### src/psi_map.svh
// register offsets, field positions and reset values of the sequencing block
`ifndef PSI_MAP_SVH
`define PSI_MAP_SVH
`define PSI_OFF_PC_LOW 8'h00
`define PSI_OFF_LATCH 8'h04
`define PSI_OFF_POINTER 8'h08
`define PSI_OFF_WINDOW 8'h0c
`define PSI_OFF_CTRL 8'h10
`define PSI_CTRL_BANK_BIT 0
`define PSI_PC_RESET 13'h0000
`define PSI_LATCH_RESET 8'h00
`define PSI_POINTER_RESET 8'h00
`define PSI_INT_VECTOR 13'h0004
`define PSI_SELF_READ 8'h00
`define PSI_STACK_DEPTH 8
`endif

### src/psi_pkg.sv
// types shared by the sequencing block, its assertions and its bench
`default_nettype none
package psi_pkg;
    typedef enum logic [2:0] {
        PSI_OP_NONE = 3'b000,
        PSI_OP_STEP = 3'b001,
        PSI_OP_CALL = 3'b010,
        PSI_OP_JUMP = 3'b011,
        PSI_OP_RET = 3'b100,
        PSI_OP_INT = 3'b101,
        PSI_OP_ADD_LOW = 3'b110
    } psi_op_t;

    typedef struct packed {
        logic [12:0] pc;
        logic [7:0] latch;
        logic [7:0] pointer;
        logic bank;
        logic pready;
        logic [31:0] prdata;
        logic pslverr;
        logic win_rd;
        logic [8:0] rf_addr;
        logic [7:0] rf_wdata;
        logic rf_we;
        logic rf_re;
    } psi_state_t;
endpackage
`default_nettype wire

### src/psi_core.sv
// program counter, return stack and indirect access logic behind an apb slave
//
// The register addresses and the APB slave port were decided locally.
`timescale 1ns/1ps
`default_nettype none
`include "psi_map.svh"
module psi_core #(
    parameter logic [12:0] INT_VECTOR = `PSI_INT_VECTOR,
    parameter int STACK_DEPTH = `PSI_STACK_DEPTH
) (
    input wire logic pclk,
    input wire logic presetn,
    input wire logic psel,
    input wire logic penable,
    input wire logic pwrite,
    input wire logic [7:0] paddr,
    input wire logic [31:0] pwdata,
    output logic [31:0] prdata,
    output logic pready,
    output logic pslverr,
    input wire logic op_valid,
    input wire psi_pkg::psi_op_t op_code,
    input wire logic [10:0] op_target,
    input wire logic [7:0] op_offset,
    output logic [12:0] pc,
    output logic [8:0] rf_addr,
    output logic [7:0] rf_wdata,
    output logic rf_we,
    output logic rf_re,
    input wire logic [7:0] rf_rdata
);
    import psi_pkg::*;

    psi_state_t st_q;
    psi_state_t st_d;
    logic stk_push;
    logic stk_pop;
    logic [12:0] stk_push_data;
    logic [12:0] stk_top;
    logic setup;
    logic done;
    logic hit;
    logic is_win;
    logic [31:0] rd_mux;
    logic [7:0] low_sum;

    // return stack lives outside both address spaces
    psi_stack #(
        .DEPTH(STACK_DEPTH),
        .WIDTH(13)
    ) u_stack (
        .pclk(pclk),
        .presetn(presetn),
        .push(stk_push),
        .pop(stk_pop),
        .push_data(stk_push_data),
        .top_data(stk_top)
    );

    // apb phase decode
    assign setup = psel && !penable;
    assign done = psel && penable && st_q.pready;
    assign is_win = (paddr == `PSI_OFF_WINDOW);
    assign hit = (paddr == `PSI_OFF_PC_LOW) || (paddr == `PSI_OFF_LATCH)
        || (paddr == `PSI_OFF_POINTER) || is_win || (paddr == `PSI_OFF_CTRL);

    // computed jump sum kept to eight bits so no carry reaches the top
    assign low_sum = st_q.pc[7:0] + op_offset;

    // stack requests from the decoder
    always_comb begin
        stk_push = 1'b0;
        stk_pop = 1'b0;
        stk_push_data = st_q.pc;
        if (op_valid) begin
            unique case (op_code)
                PSI_OP_CALL: begin
                    stk_push = 1'b1;
                    stk_push_data = st_q.pc + 13'h0001;
                end
                PSI_OP_INT: begin
                    stk_push = 1'b1;
                    stk_push_data = st_q.pc;
                end
                PSI_OP_RET: begin
                    stk_pop = 1'b1;
                end
                PSI_OP_NONE, PSI_OP_STEP, PSI_OP_JUMP, PSI_OP_ADD_LOW: begin
                    stk_push = 1'b0;
                end
                default: begin
                    stk_push = 1'b0;
                end
            endcase
        end
    end

    // read mux; upper pc bits have no read path at all
    always_comb begin
        rd_mux = 32'h0000_0000;
        if (paddr == `PSI_OFF_PC_LOW) begin
            rd_mux[7:0] = st_q.pc[7:0];
        end else if (paddr == `PSI_OFF_LATCH) begin
            rd_mux[7:0] = st_q.latch;
        end else if (paddr == `PSI_OFF_POINTER) begin
            rd_mux[7:0] = st_q.pointer;
        end else if (paddr == `PSI_OFF_CTRL) begin
            rd_mux[`PSI_CTRL_BANK_BIT] = st_q.bank;
        end
    end

    // next state: decoder first, software writes override the pc after
    always_comb begin
        st_d = st_q;
        st_d.rf_we = 1'b0;
        st_d.rf_re = 1'b0;

        // sequencing; latch is never touched here
        if (op_valid) begin
            unique case (op_code)
                PSI_OP_STEP: begin
                    st_d.pc = st_q.pc + 13'h0001;
                end
                PSI_OP_CALL, PSI_OP_JUMP: begin
                    st_d.pc = {st_q.latch[4:3], op_target};
                end
                PSI_OP_RET: begin
                    st_d.pc = stk_top;
                end
                PSI_OP_INT: begin
                    st_d.pc = INT_VECTOR;
                end
                PSI_OP_ADD_LOW: begin
                    st_d.pc = {st_q.latch[4:0], low_sum};
                end
                PSI_OP_NONE: begin
                    st_d.pc = st_q.pc;
                end
                default: begin
                    st_d.pc = st_q.pc;
                end
            endcase
        end

        // transfer completes this edge; drop ready and apply writes
        if (done) begin
            st_d.pready = 1'b0;
            st_d.pslverr = 1'b0;
            if (pwrite) begin
                if (paddr == `PSI_OFF_PC_LOW) begin
                    st_d.pc = {st_q.latch[4:0], pwdata[7:0]};
                end else if (paddr == `PSI_OFF_LATCH) begin
                    st_d.latch = pwdata[7:0];
                end else if (paddr == `PSI_OFF_POINTER) begin
                    st_d.pointer = pwdata[7:0];
                end else if (paddr == `PSI_OFF_CTRL) begin
                    st_d.bank = pwdata[`PSI_CTRL_BANK_BIT];
                end else if (is_win && st_q.pointer != 8'h00) begin
                    st_d.rf_we = 1'b1;
                    st_d.rf_addr = {1'b0, st_q.pointer};
                    st_d.rf_wdata = pwdata[7:0];
                end
            end
        end

        // setup phase; window reads wait one cycle for the register file
        if (setup) begin
            if (is_win && !pwrite) begin
                st_d.win_rd = 1'b1;
                if (st_q.pointer != 8'h00) begin
                    st_d.rf_re = 1'b1;
                    st_d.rf_addr = {1'b0, st_q.pointer};
                end
            end else begin
                st_d.pready = 1'b1;
                st_d.pslverr = !hit;
                st_d.prdata = pwrite ? 32'h0000_0000 : rd_mux;
            end
        end

        // window read data arrives while rf_re is high
        if (st_q.win_rd) begin
            st_d.win_rd = 1'b0;
            st_d.pready = 1'b1;
            st_d.pslverr = 1'b0;
            if (st_q.rf_re) begin
                st_d.prdata = {24'h00_0000, rf_rdata};
            end else begin
                st_d.prdata = {24'h00_0000, `PSI_SELF_READ};
            end
        end
    end

    // one register for all state; any reset clears the pc
    always_ff @(posedge pclk or negedge presetn) begin
        if (!presetn) begin
            st_q <= '0;
            st_q.pc <= `PSI_PC_RESET;
            st_q.latch <= `PSI_LATCH_RESET;
            st_q.pointer <= `PSI_POINTER_RESET;
        end else begin
            st_q <= st_d;
        end
    end

    // every output straight from the state register
    assign pc = st_q.pc;
    assign prdata = st_q.prdata;
    assign pready = st_q.pready;
    assign pslverr = st_q.pslverr;
    assign rf_addr = st_q.rf_addr;
    assign rf_wdata = st_q.rf_wdata;
    assign rf_we = st_q.rf_we;
    assign rf_re = st_q.rf_re;
endmodule
`default_nettype wire

### src/psi_stack.sv
// circular return-address stack, depth and width set by parameters
`timescale 1ns/1ps
`default_nettype none
module psi_stack #(
    parameter int DEPTH = 8,
    parameter int WIDTH = 13
) (
    input wire logic pclk,
    input wire logic presetn,
    input wire logic push,
    input wire logic pop,
    input wire logic [WIDTH-1:0] push_data,
    output logic [WIDTH-1:0] top_data
);
    localparam int PW = $clog2(DEPTH);

    typedef struct packed {
        logic [DEPTH-1:0][WIDTH-1:0] mem;
        logic [PW-1:0] ptr;
    } psi_stack_state_t;

    psi_stack_state_t stk_q;
    psi_stack_state_t stk_d;

    // newest entry sits just below the pointer; wraps with no overflow flag
    assign top_data = stk_q.mem[stk_q.ptr - PW'(1)];

    // pointer only moves in hardware, software has no path to it
    always_comb begin
        stk_d = stk_q;
        if (push) begin
            stk_d.mem[stk_q.ptr] = push_data;
            stk_d.ptr = stk_q.ptr + PW'(1);
        end else if (pop) begin
            stk_d.ptr = stk_q.ptr - PW'(1);
        end
    end

    always_ff @(posedge pclk or negedge presetn) begin
        if (!presetn) begin
            stk_q <= '0;
        end else begin
            stk_q <= stk_d;
        end
    end
endmodule
`default_nettype wire

### config.mk
export PLATFORM = sky130hd
export DESIGN_NAME = psi_core
export DESIGN_NICKNAME = d
export VERILOG_FILES = /design/src/psi_pkg.sv /design/src/psi_core.sv /design/src/psi_stack.sv
export VERILOG_INCLUDE_DIRS = /design/src
export SDC_FILE = /design/constraint.sdc
export NUM_CORES = 1
export LEC_CHECK = 0
export ABC_AREA = 0
export BUFFER_PORTS_ARGS = -buffer_cell sky130_fd_sc_hd__buf_2
export CAP_MARGIN = 15
export CORE_MARGIN = 1
export CORE_UTILIZATION = 30
export DETAILED_ROUTE_END_ITERATION = 10
export HOLD_SLACK_MARGIN = 0.02
export SLEW_MARGIN = 25
export SYNTH_ARGS = -nofsm -noshare
export SYNTH_HDL_FRONTEND = slang
export SYNTH_HIERARCHICAL = 1
export SYNTH_SLANG_ARGS = --single-unit
### constraint.sdc
create_clock -name pclk -period 5.5 [get_ports pclk]
set_input_delay 0.275 -clock pclk [delete_from_list [all_inputs] [get_ports pclk]]
set_output_delay 0.275 -clock pclk [all_outputs]
set_load 0.05 [all_outputs]
======== Word level (Yosys, flattened, before mapping) ========
Cells that the tools add are included.
storage, ports and cells
  flip-flop bits (word level) ............. 191
operators by class
  bitwise logic cells ..................... 4
  muxes and demuxes ....................... 47
  $add $sub $neg .......................... 4
  reduce and logical (&&, ||, !) cells .... 26
  order comparisons ....................... 3
  eq/ne operators ......................... 11
operator list
  operator               count
  $mux 18                7
  $bwmux 104             1
  $mux 13                6
  $pmux 13 s5            1
  $mux 8                 6
  $mux 44                1
  $bmux 13 s3            1
  $demux 13 s3           1
  $mux 35                1
  $mux 34                1
  $mux 31                1
  $mux 30                1
  $mux 9                 2
  $mux 17                1
  $eq 8x4->1 const B     2
  $add 13x1->13 const B  1
  $mux 1                 12
  $mux 10                1
  $eq 3x3->1 const B     3
  $add 8x8->8            1
  $eq 8x3->1 const B     1
  $eq 8x5->1 const B     1
  $logic_not 8->1        1
  $lt 3x4->1 const B     2
  other kinds (20)       39

======== Depth between registers and ports, before layout ========
  depth in word-level cells ............... 13
  depth in mapped cells ................... 15
  gate-level depth less buffers ........... 11

======== Modules after synthesis ========
The synthesis kept the hierarchy.
modules (own cells, without submodules)
  module     sequential area each (um^2)  cells each  area an instance (um^2)  instances
  psi_stack  2677.6                       382         5131.2                   1
  psi_core   1501.4                       485         4385.5                   1

======== Worst setup path before layout ========
OpenSTA, ideal clock, no wires.
  path kind ............................... reg-to-reg
  start ................................... reg u_stack/stk_q[0] in the netlist's numbering
  end ..................................... reg, netlist name pc[9]
  period minus slack after synthesis ...... 2.958 ns
  required time ........................... 5.372 ns
  setup time .............................. 0.128 ns
  arrival time ............................ 2.830 ns
  cell stages (with the launch flop) ...... 14
  path slack .............................. 2.542 ns
  cell sequence ........................... dfrtp_1 > inv_1 > buf_2 > clkbuf_1 > ha_1 > xor2_1 > clkbuf_1 > nand3_1 > and4_1 > mux2i_1 > nor2_1 > a221o_1 > a22oi_1 > a21oi_1
RTL lines
  what                    RTL line         RTL
  from (decl)             psi_stack.sv:22  psi_stack_state_t stk_q;
  from (signal assigned)  psi_stack.sv:43  stk_q <= stk_d;

==> flow_metrics.tcl <==
set metrics [dict create \
    slowest_stage "ha_2" \
    areaGrowthSynthToFinish_pct 10.8 \
    cts-root-buf "clkbuf_16" \
    grt_first_pass_wirelength_um 37600 \
    netlist_area_mm2 0.00952 \
    ys_seq_area_share_pct 43.9 \
    worstMarginPinSlew_ns 1.02 \
    async_flop_share_pct 100 \
    hold_path.class "input port to flip-flop" \
    stdcell_count 1309 \
    m1WireLength_um 11600 \
    cp_top_family "adder cells" \
    synth_warnings 6 \
    ctsHtreeMaxLevel 4 \
    antenna_found_initial 0 \
    max_cap_violations 0 \
    start_util_pct 30.8 \
    clkSinkCount 167 \
    gp_congestion 0.829 \
    syn_area_per_cell_um2 11.0 \
    die_w_um 180 \
    critPathCaptureType "flip-flop" \
    final_util_pct 34.1 \
    setup_viol 0 \
    synth_cells 867 \
    initialDrtViolationCount 481 \
    cts_tree "done" \
    grt_overflow 0 \
    grt_util_all_layers_pct 14.9 \
    io_buffers 93 \
    place_inst 1275 \
    ys_ff_latch 167 \
    vias 6556 \
    grt_max_degree 101 \
    rsz0062_at_grt "false" \
    p_leak_nw 4.97 \
    fmax_ghz 0.301 \
    period_needed_ns 3.32 \
    clk_pin_slew_worst_paths_ns 0.07 \
    drive_gt1_share_pct 31.3 \
    nets 987 \
    pin_count 142 \
    via_per_inst 5.01 \
    vdd_drop_max_v 0.000391 \
    wl_um 23900 \
    firstDrtPassIters 5 \
    clk_path_buf_depth 2 \
    antenna_cells 0 \
    setup_tns_ns 0 \
    yosysUniqueCellTypes 67 \
    outcome "complete, no violations" \
    cts_setup_buffers 0 \
    power_density_mw_per_mm2 506 \
    route.detailed.drc 0 \
    relSlewSlack_pct 32.1 \
    worstSkewPairLatency_ns 0.43 \
    path_buf_inv 2 \
    wl_per_cell_um 18.3 \
    hold_viol 0 \
    dp_hpwl_um 16800 \
    highest_layer "met4" \
    crit_chain "inv_2 -> ha_2 -> buf_4 -> mux2i_1 -> nand3_1 -> and4_1 -> nor2_1 -> o21ai_0 -> o211ai_1 -> o211ai_1 -> a21oi_1 -> o31ai_1" \
    skew_ns 0.00997 \
    synthFlopType "dfrtp_1" \
    synth_edf_count 0 \
    die_y_um 180 \
    rows 64 \
    fp.coreArea_mm2 0.0309 \
    drv_slew 0 \
    criticalPathCategory "flip-flop to flip-flop" \
    met2_length_um 11100 \
    die_area_mm2 0.0324 \
    ant_nets 0 \
    cp_common_cell "o211ai_1" \
    cp_max_fo 28 \
    cp.arrival_ns 3.60 \
    cp-start-kind "flip-flop" \
    required_ns 5.78 \
    fin_crit_sh_pct 60.4 \
    cts_buffers 17 \
    grt_pass1_vias 6448 \
    wl_met3_um 859 \
    slowest_delay_ns 0.94 \
]
==> power by group <==
group	internal, mW	total (mW)	switching [mW]
Combinational	1.02	2.30	1.27
Sequential	1.61	1.88	0.274
Clock	0.602	1.15	0.552
Total	3.23	5.33	2.10
==> cell usage in the layout (no fill, tap or decap), drive strengths merged, types with 5 or more instances in the layout <==
| cell type | instances |
|---|---|
| a21oi | 23 |
| a222oi | 6 |
| a22o | 7 |
| and4 | 13 |
| buf | 105 |
| clkbuf | 20 |
| conb | 24 |
| dfrtp | 167 |
| ha | 10 |
| inv | 18 |
| mux2 | 129 |
| mux2i | 64 |
| nand2 | 52 |
| nand2b | 10 |
| nand3 | 58 |
| nor2 | 39 |
| nor2b | 9 |
| nor3 | 11 |
| nor4 | 8 |
| o211ai | 5 |
| o21ai | 38 |
| xnor2 | 18 |
| xor2 | 13 |
==> cell families (layout without fill, tap and decap cells) <==
family | Yosys count | after routing | share of synthesized area (%)
AO/OA/AOI/OAI | 114 | 114 | 8.01
XOR/XNOR | 31 | 31 | 2.85
adder cells (fa/ha/maj) | 11 | 11 | 1.53
buffers and inverters | 125 | 148 | 8.03
flip-flops | 167 | 167 | 43.9
multiplexers | 193 | 193 | 22.8
other | 1 | 24 | 0.0394
AND/OR/NAND/NOR | 225 | 225 | 12.8
==> worst paths after layout <==
kind                                         startpoint                            end  slack [ns]  cells after the start
setup / recovery           u_stack/stk_q[1]$_DFFE_PN0P_                pc[7]$_DFF_PN0_        2.18                     12
hold / removal                              rf_rdata[7]          prdata[7]$_DFFE_PN0P_        0.06                      3
setup reg to reg           u_stack/stk_q[1]$_DFFE_PN0P_                pc[7]$_DFF_PN0_        2.18                     12
hold reg to reg                    rf_addr[7]$_DFF_PN0_           rf_addr[7]$_DFF_PN0_        0.47                      2
max in group asynchronous                       presetn  u_stack/stk_q[77]$_DFFE_PN0P_        3.58                      3
min in group asynchronous                       presetn          prdata[3]$_DFFE_PN0P_        0.49                      2
==> Yosys cell counts, drive strengths merged (2+ instances only) <==
cell type,number,area share (%)
a211oi,2,0.16
a21o,2,0.16
a21oi,23,1.2
a221o,3,0.32
a222oi,6,0.63
a22o,7,0.64
a22oi,3,0.24
and2,4,0.26
and3,2,0.13
and4,13,1.2
buf,89,6.6
clkbuf,27,1.1
dfrtp,167,44
ha,10,1.3
inv,9,0.35
mux2,129,16
mux2i,64,6.7
nand2,52,2.1
nand2b,10,0.66
nand3,58,3.1
nand3b,4,0.45
nand4,4,0.26
nor2,39,1.7
nor2b,9,0.59
nor3,11,0.75
nor3b,2,0.26
nor4,8,0.72
o2111ai,2,0.18
o211ai,5,0.39
o21a,2,0.16
o21ai,38,2.0
o21bai,3,0.24
o221ai,4,0.37
o22ai,4,0.26
o311ai,2,0.18
o31ai,3,0.38
or2,3,0.20
or3,4,0.26
xnor2,18,1.7
xor2,13,1.2
==> tightest hold or removal path, delay by kind of cell <==
family,cells,cell delay (ns)
buffers and inverters,1,0.07
AND/OR/NAND/NOR,2,0.10
==> sequential cells by signal (all words and copies together) (netlist names) <==
name           count
pc                13
u_stack/stk_q    107
rf_we              1
prdata             8
rf_addr            9
pslverr            1
rf_re              1
pready             1
rf_wdata           8
st_q              18
==> metal layers <==
metal / vias up / GRT usage [%]
li1: 3098 / -
met1: 3274 / 20.7
met2: 163 / 23.9
met3: 21 / 2.83
met4: 0 / 3.69
met5: - / 0
==> layout make-up <==
type                    instances  area (um^2)
well taps                     396          495
clock buffers                  19          433
fillers                      3107        20400
multi-input cells             598         4690
inverters                       9         33.8
repair buffers                107          586
flip-flops and latches        167         4180
clock inverters                13          128
==> repair_timing <==
action,in CTS,in global routing
endpoints found under the hold margin,48,0
resized for setup,0,0
hold buffers,1,0
==> stage by stage <==
stage	hold WS, ns	area, um^2	power [mW]	setup slack (ns)
2_1_floorplan	-0.0206	9600	3.62	2.54
4_1_cts	0.0407	10500	5.37	2.19
3_3_place_gp	0.460	9960	4.15	2.06
5_1_grt	0.0560	10500	5.65	1.94
6_report	0.0575	10500	5.33	2.18
3_5_place_dp	0.464	9960	4.19	2.03
Note: power is estimated with default switching activity, not from simulation.
